File: config.mk
export PLATFORM = sky130hd
export DESIGN_NAME = csdc_chip_select_config
export DESIGN_NICKNAME = d
export VERILOG_FILES = /design/src/csdc_pkg.sv /design/src/csdc_channel_match.sv /design/src/csdc_chip_select_config.sv
export SDC_FILE = /design/constraint.sdc
export NUM_CORES = 1
export LEC_CHECK = 0
export BUFFER_PORTS_ARGS = -buffer_cell sky130_fd_sc_hd__buf_4
export CAP_MARGIN = 20
export CELL_PAD_IN_SITES_DETAIL_PLACEMENT = 1
export CELL_PAD_IN_SITES_GLOBAL_PLACEMENT = 2
export CORE_ASPECT_RATIO = 0.7
export CORE_UTILIZATION = 38
export DETAILED_ROUTE_END_ITERATION = 8
export PLACE_DENSITY_LB_ADDON = 0.2
export SYNTH_ARGS = -nofsm -noshare
export SYNTH_HDL_FRONTEND = slang
export SYNTH_SLANG_ARGS = --single-unit
File: constraint.sdc
create_clock -name clock -period 3.4 [get_ports clock]
set_input_delay 0.68 -clock clock [delete_from_list [all_inputs] [get_ports clock]]
set_output_delay 0.68 -clock clock [all_outputs]
set_load 0.05 [all_outputs]
File: src/csdc_pkg.sv
// shared constants, types and helpers for the chip select configuration block
package csdc_pkg;

  // ---------------------------------------------------------------------------
  // sizes
  // ---------------------------------------------------------------------------
  localparam int CSDC_CHANNELS   = 4;
  localparam int CSDC_REG_ADDR_W = 16;
  localparam int CSDC_ADDR_W     = 24;

  // ---------------------------------------------------------------------------
  // register byte offsets, channel 3 first in each list
  // ---------------------------------------------------------------------------
  localparam logic [CSDC_CHANNELS-1:0][15:0] CSDC_OFS_BOTTOM   =
    {16'h00B1, 16'h00AE, 16'h00AB, 16'h00A8};
  localparam logic [CSDC_CHANNELS-1:0][15:0] CSDC_OFS_TOP      =
    {16'h00B2, 16'h00AF, 16'h00AC, 16'h00A9};
  localparam logic [CSDC_CHANNELS-1:0][15:0] CSDC_OFS_CONTROL  =
    {16'h00B3, 16'h00B0, 16'h00AD, 16'h00AA};
  localparam logic [CSDC_CHANNELS-1:0][15:0] CSDC_OFS_PROTOCOL =
    {16'h00F3, 16'h00F2, 16'h00F1, 16'h00F0};
  localparam logic [15:0]                    CSDC_OFS_STATUS   = 16'h00F8;

  // ---------------------------------------------------------------------------
  // field positions
  // ---------------------------------------------------------------------------
  localparam int CSDC_WAIT_LSB     = 5;
  localparam int CSDC_WAIT_MSB     = 7;
  localparam int CSDC_IO_BIT       = 4;
  localparam int CSDC_EN_BIT       = 3;
  localparam int CSDC_MODE_LSB     = 6;
  localparam int CSDC_MODE_MSB     = 7;
  localparam int CSDC_MUX_BIT      = 5;
  localparam int CSDC_LEN_LSB      = 0;
  localparam int CSDC_LEN_MSB      = 3;
  localparam int CSDC_TOP_BYTE_LSB = 16;
  localparam int CSDC_MID_BYTE_LSB = 8;

  // ---------------------------------------------------------------------------
  // values after reset
  // ---------------------------------------------------------------------------
  localparam logic [7:0] CSDC_BOTTOM_RST    = 8'h00;
  localparam logic [7:0] CSDC_TOP_RST0      = 8'hFF;
  localparam logic [7:0] CSDC_TOP_RST_OTHER = 8'h00;
  localparam logic [7:0] CSDC_CTL_RST0      = 8'hE8;
  localparam logic [7:0] CSDC_CTL_RST_OTHER = 8'h00;
  localparam logic [7:0] CSDC_PROTO_RST     = 8'h02;
  localparam logic [3:0] CSDC_LEN_INVALID   = 4'h0;

  // ---------------------------------------------------------------------------
  // types
  // ---------------------------------------------------------------------------
  typedef enum logic [1:0] {
    CSDC_MODE_NATIVE     = 2'h0,
    CSDC_MODE_MUX_STROBE = 2'h1,
    CSDC_MODE_RW_STROBE  = 2'h2,
    CSDC_MODE_ADDR_ACK   = 2'h3
  } csdc_mode_type;

  typedef struct packed {
    logic [7:0]    range_bottom_byte;
    logic [7:0]    range_top_byte;
    logic [2:0]    wait_count;
    logic          io_type_select;
    logic          select_enable;
    csdc_mode_type bus_mode;
    logic          addr_data_multiplex;
    logic [3:0]    state_length;
  } csdc_cfg_type;

  typedef struct packed {
    logic [2:0]    wait_states;
    csdc_mode_type bus_mode;
    logic          addr_data_multiplex;
    logic [3:0]    state_clocks;
  } csdc_timing_type;

  typedef struct packed {
    logic [CSDC_ADDR_W-1:0] address;
    logic                   mem_request;
    logic                   io_request;
    logic                   ram_hit;
  } csdc_request_type;

  // ---------------------------------------------------------------------------
  // field packing
  // ---------------------------------------------------------------------------
  function automatic logic [7:0] control_byte(input csdc_cfg_type cfg);
    logic [7:0] b;
    b = 8'h00;
    b[CSDC_WAIT_MSB:CSDC_WAIT_LSB] = cfg.wait_count;
    b[CSDC_IO_BIT] = cfg.io_type_select;
    b[CSDC_EN_BIT] = cfg.select_enable;
    return b;
  endfunction

  function automatic logic [7:0] protocol_byte(input csdc_cfg_type cfg);
    logic [7:0] b;
    b = 8'h00;
    b[CSDC_MODE_MSB:CSDC_MODE_LSB] = cfg.bus_mode;
    b[CSDC_MUX_BIT] = cfg.addr_data_multiplex;
    b[CSDC_LEN_MSB:CSDC_LEN_LSB] = cfg.state_length;
    return b;
  endfunction

  // reserved control bits are simply not stored
  function automatic csdc_cfg_type with_control(input csdc_cfg_type cfg,
                                                input logic [7:0]   b);
    csdc_cfg_type c;
    c = cfg;
    c.wait_count     = b[CSDC_WAIT_MSB:CSDC_WAIT_LSB];
    c.io_type_select = b[CSDC_IO_BIT];
    c.select_enable  = b[CSDC_EN_BIT];
    return c;
  endfunction

  // a zero length would stall a bus state machine forever, so it never lands
  function automatic csdc_cfg_type with_protocol(input csdc_cfg_type cfg,
                                                 input logic [7:0]   b);
    csdc_cfg_type c;
    c = cfg;
    c.bus_mode            = csdc_mode_type'(b[CSDC_MODE_MSB:CSDC_MODE_LSB]);
    c.addr_data_multiplex = b[CSDC_MUX_BIT];
    if (b[CSDC_LEN_MSB:CSDC_LEN_LSB] != CSDC_LEN_INVALID) begin
      c.state_length = b[CSDC_LEN_MSB:CSDC_LEN_LSB];
    end
    return c;
  endfunction

  function automatic csdc_cfg_type reset_cfg(input logic first);
    csdc_cfg_type c;
    c = '0;
    c.range_bottom_byte = CSDC_BOTTOM_RST;
    c.range_top_byte    = first ? CSDC_TOP_RST0 : CSDC_TOP_RST_OTHER;
    c = with_control(c, first ? CSDC_CTL_RST0 : CSDC_CTL_RST_OTHER);
    c = with_protocol(c, CSDC_PROTO_RST);
    return c;
  endfunction

  // what the bus state machines actually use for one channel
  function automatic csdc_timing_type timing_of(input csdc_cfg_type cfg);
    csdc_timing_type t;
    t.bus_mode            = cfg.bus_mode;
    t.addr_data_multiplex = cfg.addr_data_multiplex;
    if (cfg.bus_mode == CSDC_MODE_NATIVE) begin
      t.wait_states  = cfg.wait_count;
      t.state_clocks = CSDC_LEN_INVALID;
    end else begin
      t.wait_states  = 3'h0;
      t.state_clocks = cfg.state_length;
    end
    return t;
  endfunction

endpackage

File: src/csdc_channel_match.sv
// address match for one chip select channel
`timescale 1ns/1ps

module csdc_channel_match
  import csdc_pkg::*;
(
  input  csdc_cfg_type     cfg,
  input  csdc_request_type request,
  output logic             hit
);

  logic [7:0] top_byte;
  logic [7:0] mid_byte;

  assign top_byte = request.address[CSDC_TOP_BYTE_LSB +: 8];
  assign mid_byte = request.address[CSDC_MID_BYTE_LSB +: 8];

  // ---------------------------------------------------------------------------
  // decode
  // ---------------------------------------------------------------------------
  always_comb begin
    hit = 1'b0;
    if (cfg.select_enable) begin
      if (cfg.io_type_select) begin
        // the top bound plays no part for I/O
        hit = request.io_request && (mid_byte == cfg.range_bottom_byte);
      end else begin
        // on-chip RAM wins over any external memory select
        hit = request.mem_request && !request.ram_hit
              && (top_byte >= cfg.range_bottom_byte)
              && (top_byte <= cfg.range_top_byte);
      end
    end
  end

endmodule

File: src/csdc_chip_select_config.sv
// chip select configuration registers and select decode for four channels
`timescale 1ns/1ps

// How it works
// - memory select top byte at or below upper bound
// - I/O selects ignore the upper bound
// - upper bound resets FFh on 0, else 00h
// - control bits 7:5 give wait states
// - control bit 4 picks memory or I/O
// - control bit 3 enables the select
// - control resets E8h on 0, else 00h
// - protocol bits 7:6 choose bus protocol
// - non-native protocol drops the wait count
// - protocol bit 5 multiplexes address onto data
// - bits 3:0 give state clocks, zero invalid
// - memory select top byte at or above lower bound
// - I/O select when address 15:8 matches bottom
// - native protocol ignores state length
// - on-chip RAM hit suppresses memory select
module csdc_chip_select_config
  import csdc_pkg::*;
(
  input  logic                                  clock,
  input  logic                                  srst,
  input  logic [CSDC_REG_ADDR_W-1:0]            reg_addr,
  input  logic [7:0]                            reg_wdata,
  input  logic                                  reg_write,
  input  logic                                  reg_read,
  output logic [7:0]                            reg_rdata,
  input  csdc_request_type                      request,
  output logic [CSDC_CHANNELS-1:0]              select_n,
  output csdc_timing_type [CSDC_CHANNELS-1:0]   channel_timing,
  output csdc_timing_type                       active_timing,
  output logic                                  active_valid
);

  // ---------------------------------------------------------------------------
  // storage
  // ---------------------------------------------------------------------------
  csdc_cfg_type               cfg [CSDC_CHANNELS];
  logic [CSDC_CHANNELS-1:0]   hit;
  logic [CSDC_CHANNELS-1:0]   enable_vec;
  logic [7:0]                 next_rdata;
  csdc_timing_type            next_active_timing;
  logic                       next_active_valid;

  // ---------------------------------------------------------------------------
  // register writes
  // ---------------------------------------------------------------------------
  always_ff @(posedge clock) begin
    for (int i = 0; i < CSDC_CHANNELS; i++) begin
      if (srst) begin
        cfg[i] <= reset_cfg(i == 0);
      end else if (reg_write) begin
        if (reg_addr == CSDC_OFS_BOTTOM[i]) begin
          cfg[i].range_bottom_byte <= reg_wdata;
        end
        if (reg_addr == CSDC_OFS_TOP[i]) begin
          cfg[i].range_top_byte <= reg_wdata;
        end
        if (reg_addr == CSDC_OFS_CONTROL[i]) begin
          cfg[i] <= with_control(cfg[i], reg_wdata);
        end
        if (reg_addr == CSDC_OFS_PROTOCOL[i]) begin
          cfg[i] <= with_protocol(cfg[i], reg_wdata);
        end
      end
    end
  end

  // ---------------------------------------------------------------------------
  // register reads
  // ---------------------------------------------------------------------------
  always_comb begin
    next_rdata = 8'h00;
    if (reg_read) begin
      for (int i = 0; i < CSDC_CHANNELS; i++) begin
        if (reg_addr == CSDC_OFS_BOTTOM[i]) begin
          next_rdata = cfg[i].range_bottom_byte;
        end
        if (reg_addr == CSDC_OFS_TOP[i]) begin
          next_rdata = cfg[i].range_top_byte;
        end
        if (reg_addr == CSDC_OFS_CONTROL[i]) begin
          next_rdata = control_byte(cfg[i]);
        end
        if (reg_addr == CSDC_OFS_PROTOCOL[i]) begin
          next_rdata = protocol_byte(cfg[i]);
        end
      end
      if (reg_addr == CSDC_OFS_STATUS) begin
        next_rdata = {4'h0, ~select_n};
      end
    end
  end

  // read data follow each read cycle one cycle later and stand as long as the read is held, zero otherwise
  always_ff @(posedge clock) begin
    if (srst) begin
      reg_rdata <= 8'h00;
    end else begin
      reg_rdata <= next_rdata;
    end
  end

  // ---------------------------------------------------------------------------
  // decode
  // ---------------------------------------------------------------------------
  for (genvar g = 0; g < CSDC_CHANNELS; g++) begin : g_match
    csdc_channel_match u_match (
      .cfg     (cfg[g]),
      .request (request),
      .hit     (hit[g])
    );
    assign enable_vec[g] = cfg[g].select_enable;
  end

  // overlapping ranges assert every matching select; the lowest channel
  // supplies the timing, since only one protocol can run at a time
  always_comb begin
    next_active_timing = timing_of(cfg[0]);
    next_active_valid  = 1'b0;
    for (int i = CSDC_CHANNELS - 1; i >= 0; i--) begin
      if (hit[i]) begin
        next_active_timing = timing_of(cfg[i]);
        next_active_valid  = 1'b1;
      end
    end
  end

  always_ff @(posedge clock) begin
    if (srst) begin
      select_n <= '1;
    end else begin
      select_n <= ~hit;
    end
  end

  always_ff @(posedge clock) begin
    if (srst) begin
      active_timing <= timing_of(reset_cfg(1'b1));
      active_valid  <= 1'b0;
    end else begin
      active_timing <= next_active_timing;
      active_valid  <= next_active_valid;
    end
  end

  // ---------------------------------------------------------------------------
  // per-channel timing
  // ---------------------------------------------------------------------------
  always_ff @(posedge clock) begin
    for (int i = 0; i < CSDC_CHANNELS; i++) begin
      if (srst) begin
        channel_timing[i] <= timing_of(reset_cfg(i == 0));
      end else begin
        channel_timing[i] <= timing_of(cfg[i]);
      end
    end
  end
endmodule

* Yosys cells after proc, flatten, opt, wreduce, memory -nomap -nowiden
Memory sizes are Yosys's and may differ from the RTL's. Index checks and enable logic that the tools add are counted.
Operators by class: mux-type cells 156, reduce and logical (&&, ||, !) cells 22, eq/ne operators 21, bitwise operators 35, order comparisons 8
Operators with widths (number):
- two-way mux 8 bit | 40
- == test 16 x 8 -> 1 bit (second input constant) | 17
- two-way mux 12 bit | 8
- two-way mux 4 bit | 22
- two-way mux 1 bit | 78
- two-way mux 10 bit | 4
- == test 8 bit | 4
- >= comparator 8 bit | 4
- <= comparator 8 bit | 4
- bitwise OR 1 bit | 32
- logical AND 1 bit | 13
- two-way mux 3 bit | 4
- zero test 2 bit | 4
- inverter 4 bit | 2
- nonzero test 4 bit | 1
- OR reduction 4 bit | 1
- OR reduction 3 bit | 1
- OR reduction 2 bit | 1
- zero test 1 bit | 1
- inverter 1 bit | 1
Word-level totals: memory bits (writable) 112, memories 1, output and inout port bits 63, word-level logic and storage cells 268, bits of input ports 55, bits in registers 63
Memory list:
- cfg | depth 4, width 28, read ports 4, clocked after memory_dff 0, write ports 4, line csdc_chip_select_config.sv:40 | csdc_cfg_type cfg [CSDC_CHANNELS];

* Logic depth before layout (Yosys ltp)
depth in word-level cells 18, gate-level depth with buffers 10, depth with buffers taken out 9

* Modules after synthesis
Synthesis repeated with hierarchy kept, for this count alone.
Unflattened totals: cell total of the unflattened synthesis 1015, area total of the unflattened synthesis 10113.4 um^2
By module, submodules not included:
- csdc_chip_select_config | cells an instance 747, instances 1, sequential area each 4624.4 um^2, area an instance 8046.5 um^2
- csdc_channel_match | cells an instance 67, instances 4, sequential area each 0.0 um^2, area an instance 516.7 um^2

* Least setup slack after synthesis
OpenSTA, ideal clock, no wires.
kind input-to-reg, from input port request[19] in the netlist's numbering, to register active_timing[7] in the netlist's numbering, library setup time 0.082 ns, data required time 3.318 ns, path buffers 1, path slack 0.786 ns, cell stages on the path 10, data arrival time 2.531 ns, cells stage by stage inv_1 ha_1 nor2b_1 o21ai_0 a21oi_1 o21ai_0 a31oi_1 buf_2 mux2_2 o221ai_1
On the way: longest elaborated chain between the ends 9, elaborated cells on any way between the ends 28, those cells by class order compare (8); mux (12); reduce/logical (8)
RTL lines:
- start, declared | line csdc_chip_select_config.sv:30 | input csdc_request_type request,
- >= comparator 8 bit | line csdc_channel_match.sv:30 | && (top_byte >= cfg.range_bottom_byte)
- logical AND 1 bit | line csdc_channel_match.sv:30
- logical AND 1 bit | line csdc_channel_match.sv:31 | && (top_byte <= cfg.range_top_byte);
- two-way mux 1 bit | line csdc_channel_match.sv:24 | if (cfg.io_type_select) begin
- two-way mux 1 bit | line csdc_channel_match.sv:23 | if (cfg.select_enable) begin
- two-way mux 10 bit (3 in series) | line csdc_chip_select_config.sv:124 | if (hit[i]) begin
- two-way mux 10 bit * | line csdc_chip_select_config.sv:124
- end signal, assigned | line csdc_chip_select_config.sv:141 | active_timing <= timing_of(reset_cfg(1'b1));
- end signal, assigned | line csdc_chip_select_config.sv:144 | active_timing <= next_active_timing;
- end, declared | line csdc_chip_select_config.sv:33 | output csdc_timing_type active_timing,
Every way passes the cells marked *; elsewhere a longest branch is shown, timed or not. A chain may end at the register's enable or synchronous reset.

==> run metrics <==
CP endpoint kind=flop; sequential share of the synthesized area=between 40% and 50%; Slew Limit Fails=0; Startpoint Class=flop; xor and xnor area share after synthesis=2.855%; Max Used Layer=met4; design area=~12000 sq um; vias after detailed routing=8363; clock sinks=175; initial antenna violation count=0; vias in the first global route=8387; Reg clk slew, reported paths=roughly 0.070 ns; static leakage=4.937 nW; Fin. Hold Viols=0; Setup Buffers After CTS=0; DRC=0; ys async rst share=0%; area of the core=roughly 25000 sq um; layout cell share with drive strength beyond 1=between 20 and 25%; Worst EP arrival=between 3 and 4 ns; mapped cell area=between 9000 and 10000 sq um; Die H=~140 um; relative slew slack=50.42%; WP data required=3.71 ns; H-tree depth=4; adder-cell share of the synthesized area=just over 8%; Min-Delay Path Class=reg -> reg; Initial Utilization=39.29%; number of synthesis warnings=0; Post-synth EDFFs=approximately 110; cts hold-fix bufs=0; antenna cells=0; status=finished, final reports clean; most frequent cells in the layout=buf_4, edfxtp_1, inv_1, ha_1, dfxtp_1; FF+latch count, synth=175; DP Area=11180 sq um; simple-gate share of the synthesized area=19.70%; multiplexer share of the synthesized area=between 1.5 and 2%; syn nets=~1100; largest family of logic cells by synthesized area=simple AND/OR/NAND/NOR gates; post-route ant nets=0; Tmin final=about 2.8 ns; Cell Pwr Density=439.1 nW/um^2; Rows=48; DRT met1 WL=17740 um; Max FO, Critical Path=5; area delta synth->final=19.63%; Horiz. Die Dim=approximately 190 um; Tcrit/Tclk final=a little over four fifths; first-pass GRT wire length=about 54000 um; cts bufs inserted=17; PortBufs=109; # setup viols final=0; post-synth cell types=73; worst skew pair latency=between 0.4 and 0.5 ns; Layout Cells excl Fill=approximately 1400; dpl hpwl=roughly 29000 um; CTS resizes=0; largest net degree at the start of global routing=36; Mean Syn Cell Area=between 10 and 15 sq um; max-cap check violation count=0; met2 routed wirelength=15610 um; Synth Flop Type=edfxtp_1; met3 wire length=about 3500 um; Clock Tree Root=clkbuf_16; Fin Setup TNS=0 ns; Mapped Cells=967; initial DRC count=813; Fin Hold WS=around 0.53 ns; Util after Layout=about 47%; GRT Residual Overflow=0; IO Pins=between 100 and 150; commonest non-fill, non-tap cell in the layout=buf_4; DR pass1 iterations=5; Synth Area in Compound Gates=14.70%; Max VDD drop=approximately 0.00038 V; Worst Path Class, Setup=reg -> reg; overall routing resource usage=between 20% and 30%; Avg WL per Cell=between 20 and 30 um; Max Clk Rate=approximately 350 MHz; RePlAce Congestion=about 0.9; final wirelength=approximately 37000 um; Die ar.=26490 sq um; Clock Skew=0.01154 ns; Slew @ Worst Pin=around 0.74 ns; CTS Buffer Depth=2; Via density=5.848; unrepaired setup endpoints after global routing=false; Inst Count DP=~1400; TritonCTS clock tree=built; Post-layout nets=between 1000 and 1500
-- per-stage QoR --
step	worst slack, ns	total power [mW]
after floorplan	0.7861	2.911
after global placement	0.2144	3.246
after detailed placement	0.1907	3.262
after CTS	0.5585	5.154
after global routing	0.3873	5.303
final	0.5538	5.157
-- sequential cells by signal (all words and copies together) (netlist names) --
name            count
active_valid        1
select_n            4
cfg               112
channel_timing     40
active_timing      10
reg_rdata           8
-- worst max-delay path: stages (launching register included) --
cell      delay (ns)
edfxtp_1        0.35
inv_1           0.15
ha_1            0.27
a21o_1          0.18
a22oi_1         0.18
nand3_1         0.12
a311oi_2        0.70
a211oi_2        0.15
a32oi_1         0.40
o221ai_1        0.19
-- synth_stat cells (all sizes together) (6+ instances only) --
library cell | instances | area [sq um]
edfxtp | 112 | 3363
inv | 85 | 319.1
ha | 64 | 800.8
dfxtp | 63 | 1261
nand2 | 63 | 239.0
and2 | 60 | 375.4
nor2 | 54 | 229.0
a21oi | 40 | 207.7
and3 | 39 | 244.0
o21ai | 37 | 185.2
clkbuf | 35 | 131.4
xnor2 | 32 | 280.3
nor3 | 26 | 156.4
buf | 17 | 98.84
nor2b | 17 | 106.4
a21o | 16 | 120.1
nand3 | 16 | 80.08
nand4 | 14 | 93.84
or3 | 13 | 81.33
o221ai | 10 | 87.58
o22ai | 10 | 62.56
a221oi | 9 | 85.08
o21bai | 9 | 67.56
a22oi | 8 | 60.06
mux2i | 8 | 80.08
and4 | 7 | 61.31
nand2b | 7 | 43.79
o32ai | 7 | 68.82
a31o | 6 | 52.55
o2111ai | 6 | 52.55
o31a | 6 | 52.55
-- layout make-up --
cell class / instances / area [sq um]
Clock buffer: 22 / 488.0
Multi-Input combinational cell: 654 / 4642
Inverter: 86 / 322.8
Fill cell: 2818 / 13240
Timing Repair Buffer: 158 / 1186
Sequential cell: 175 / 4624
Tap cell: 325 / 406.6
Clock inverter: 10 / 73.82
-- per-layer routing --
| metal | track usage, % | vias to the layer above |
|---|---|---|
| met5 | 0 | - |
| met4 | 7.231 | 0 |
| met3 | 8.211 | 42 |
| met2 | 42.35 | 378 |
| met1 | 41.42 | 4165 |
| li1 | - | 3778 |
-- path summary, 6_finish.rpt --
kind	slack (ns)	from	to	depth (start not counted)
worst min-delay path	0.53	cfg[3][0]	channel_timing[30]	1
worst min register to register	0.53	cfg[3][0]	channel_timing[30]	1
worst max-delay path	0.55	cfg[0][15]	active_timing[7]	9
worst max register to register	0.55	cfg[0][15]	active_timing[7]	9
-- cell families after synthesis --
group	count (synthesis)
adder cells (fa/ha/maj)	64
AND/OR/NAND/NOR	340
AO/OA/AOI/OAI	203
flip-flops	175
buffers and inverters	138
multiplexers	15
XOR/XNOR	32
-- power breakdown --
group	internal [mW]	switching (mW)
Combinational	0.266	0.507
Sequential	2.36	0.0939
Clock	1.03	0.899
Total	3.66	1.50
Note: power is estimated with default switching activity, not from simulation.
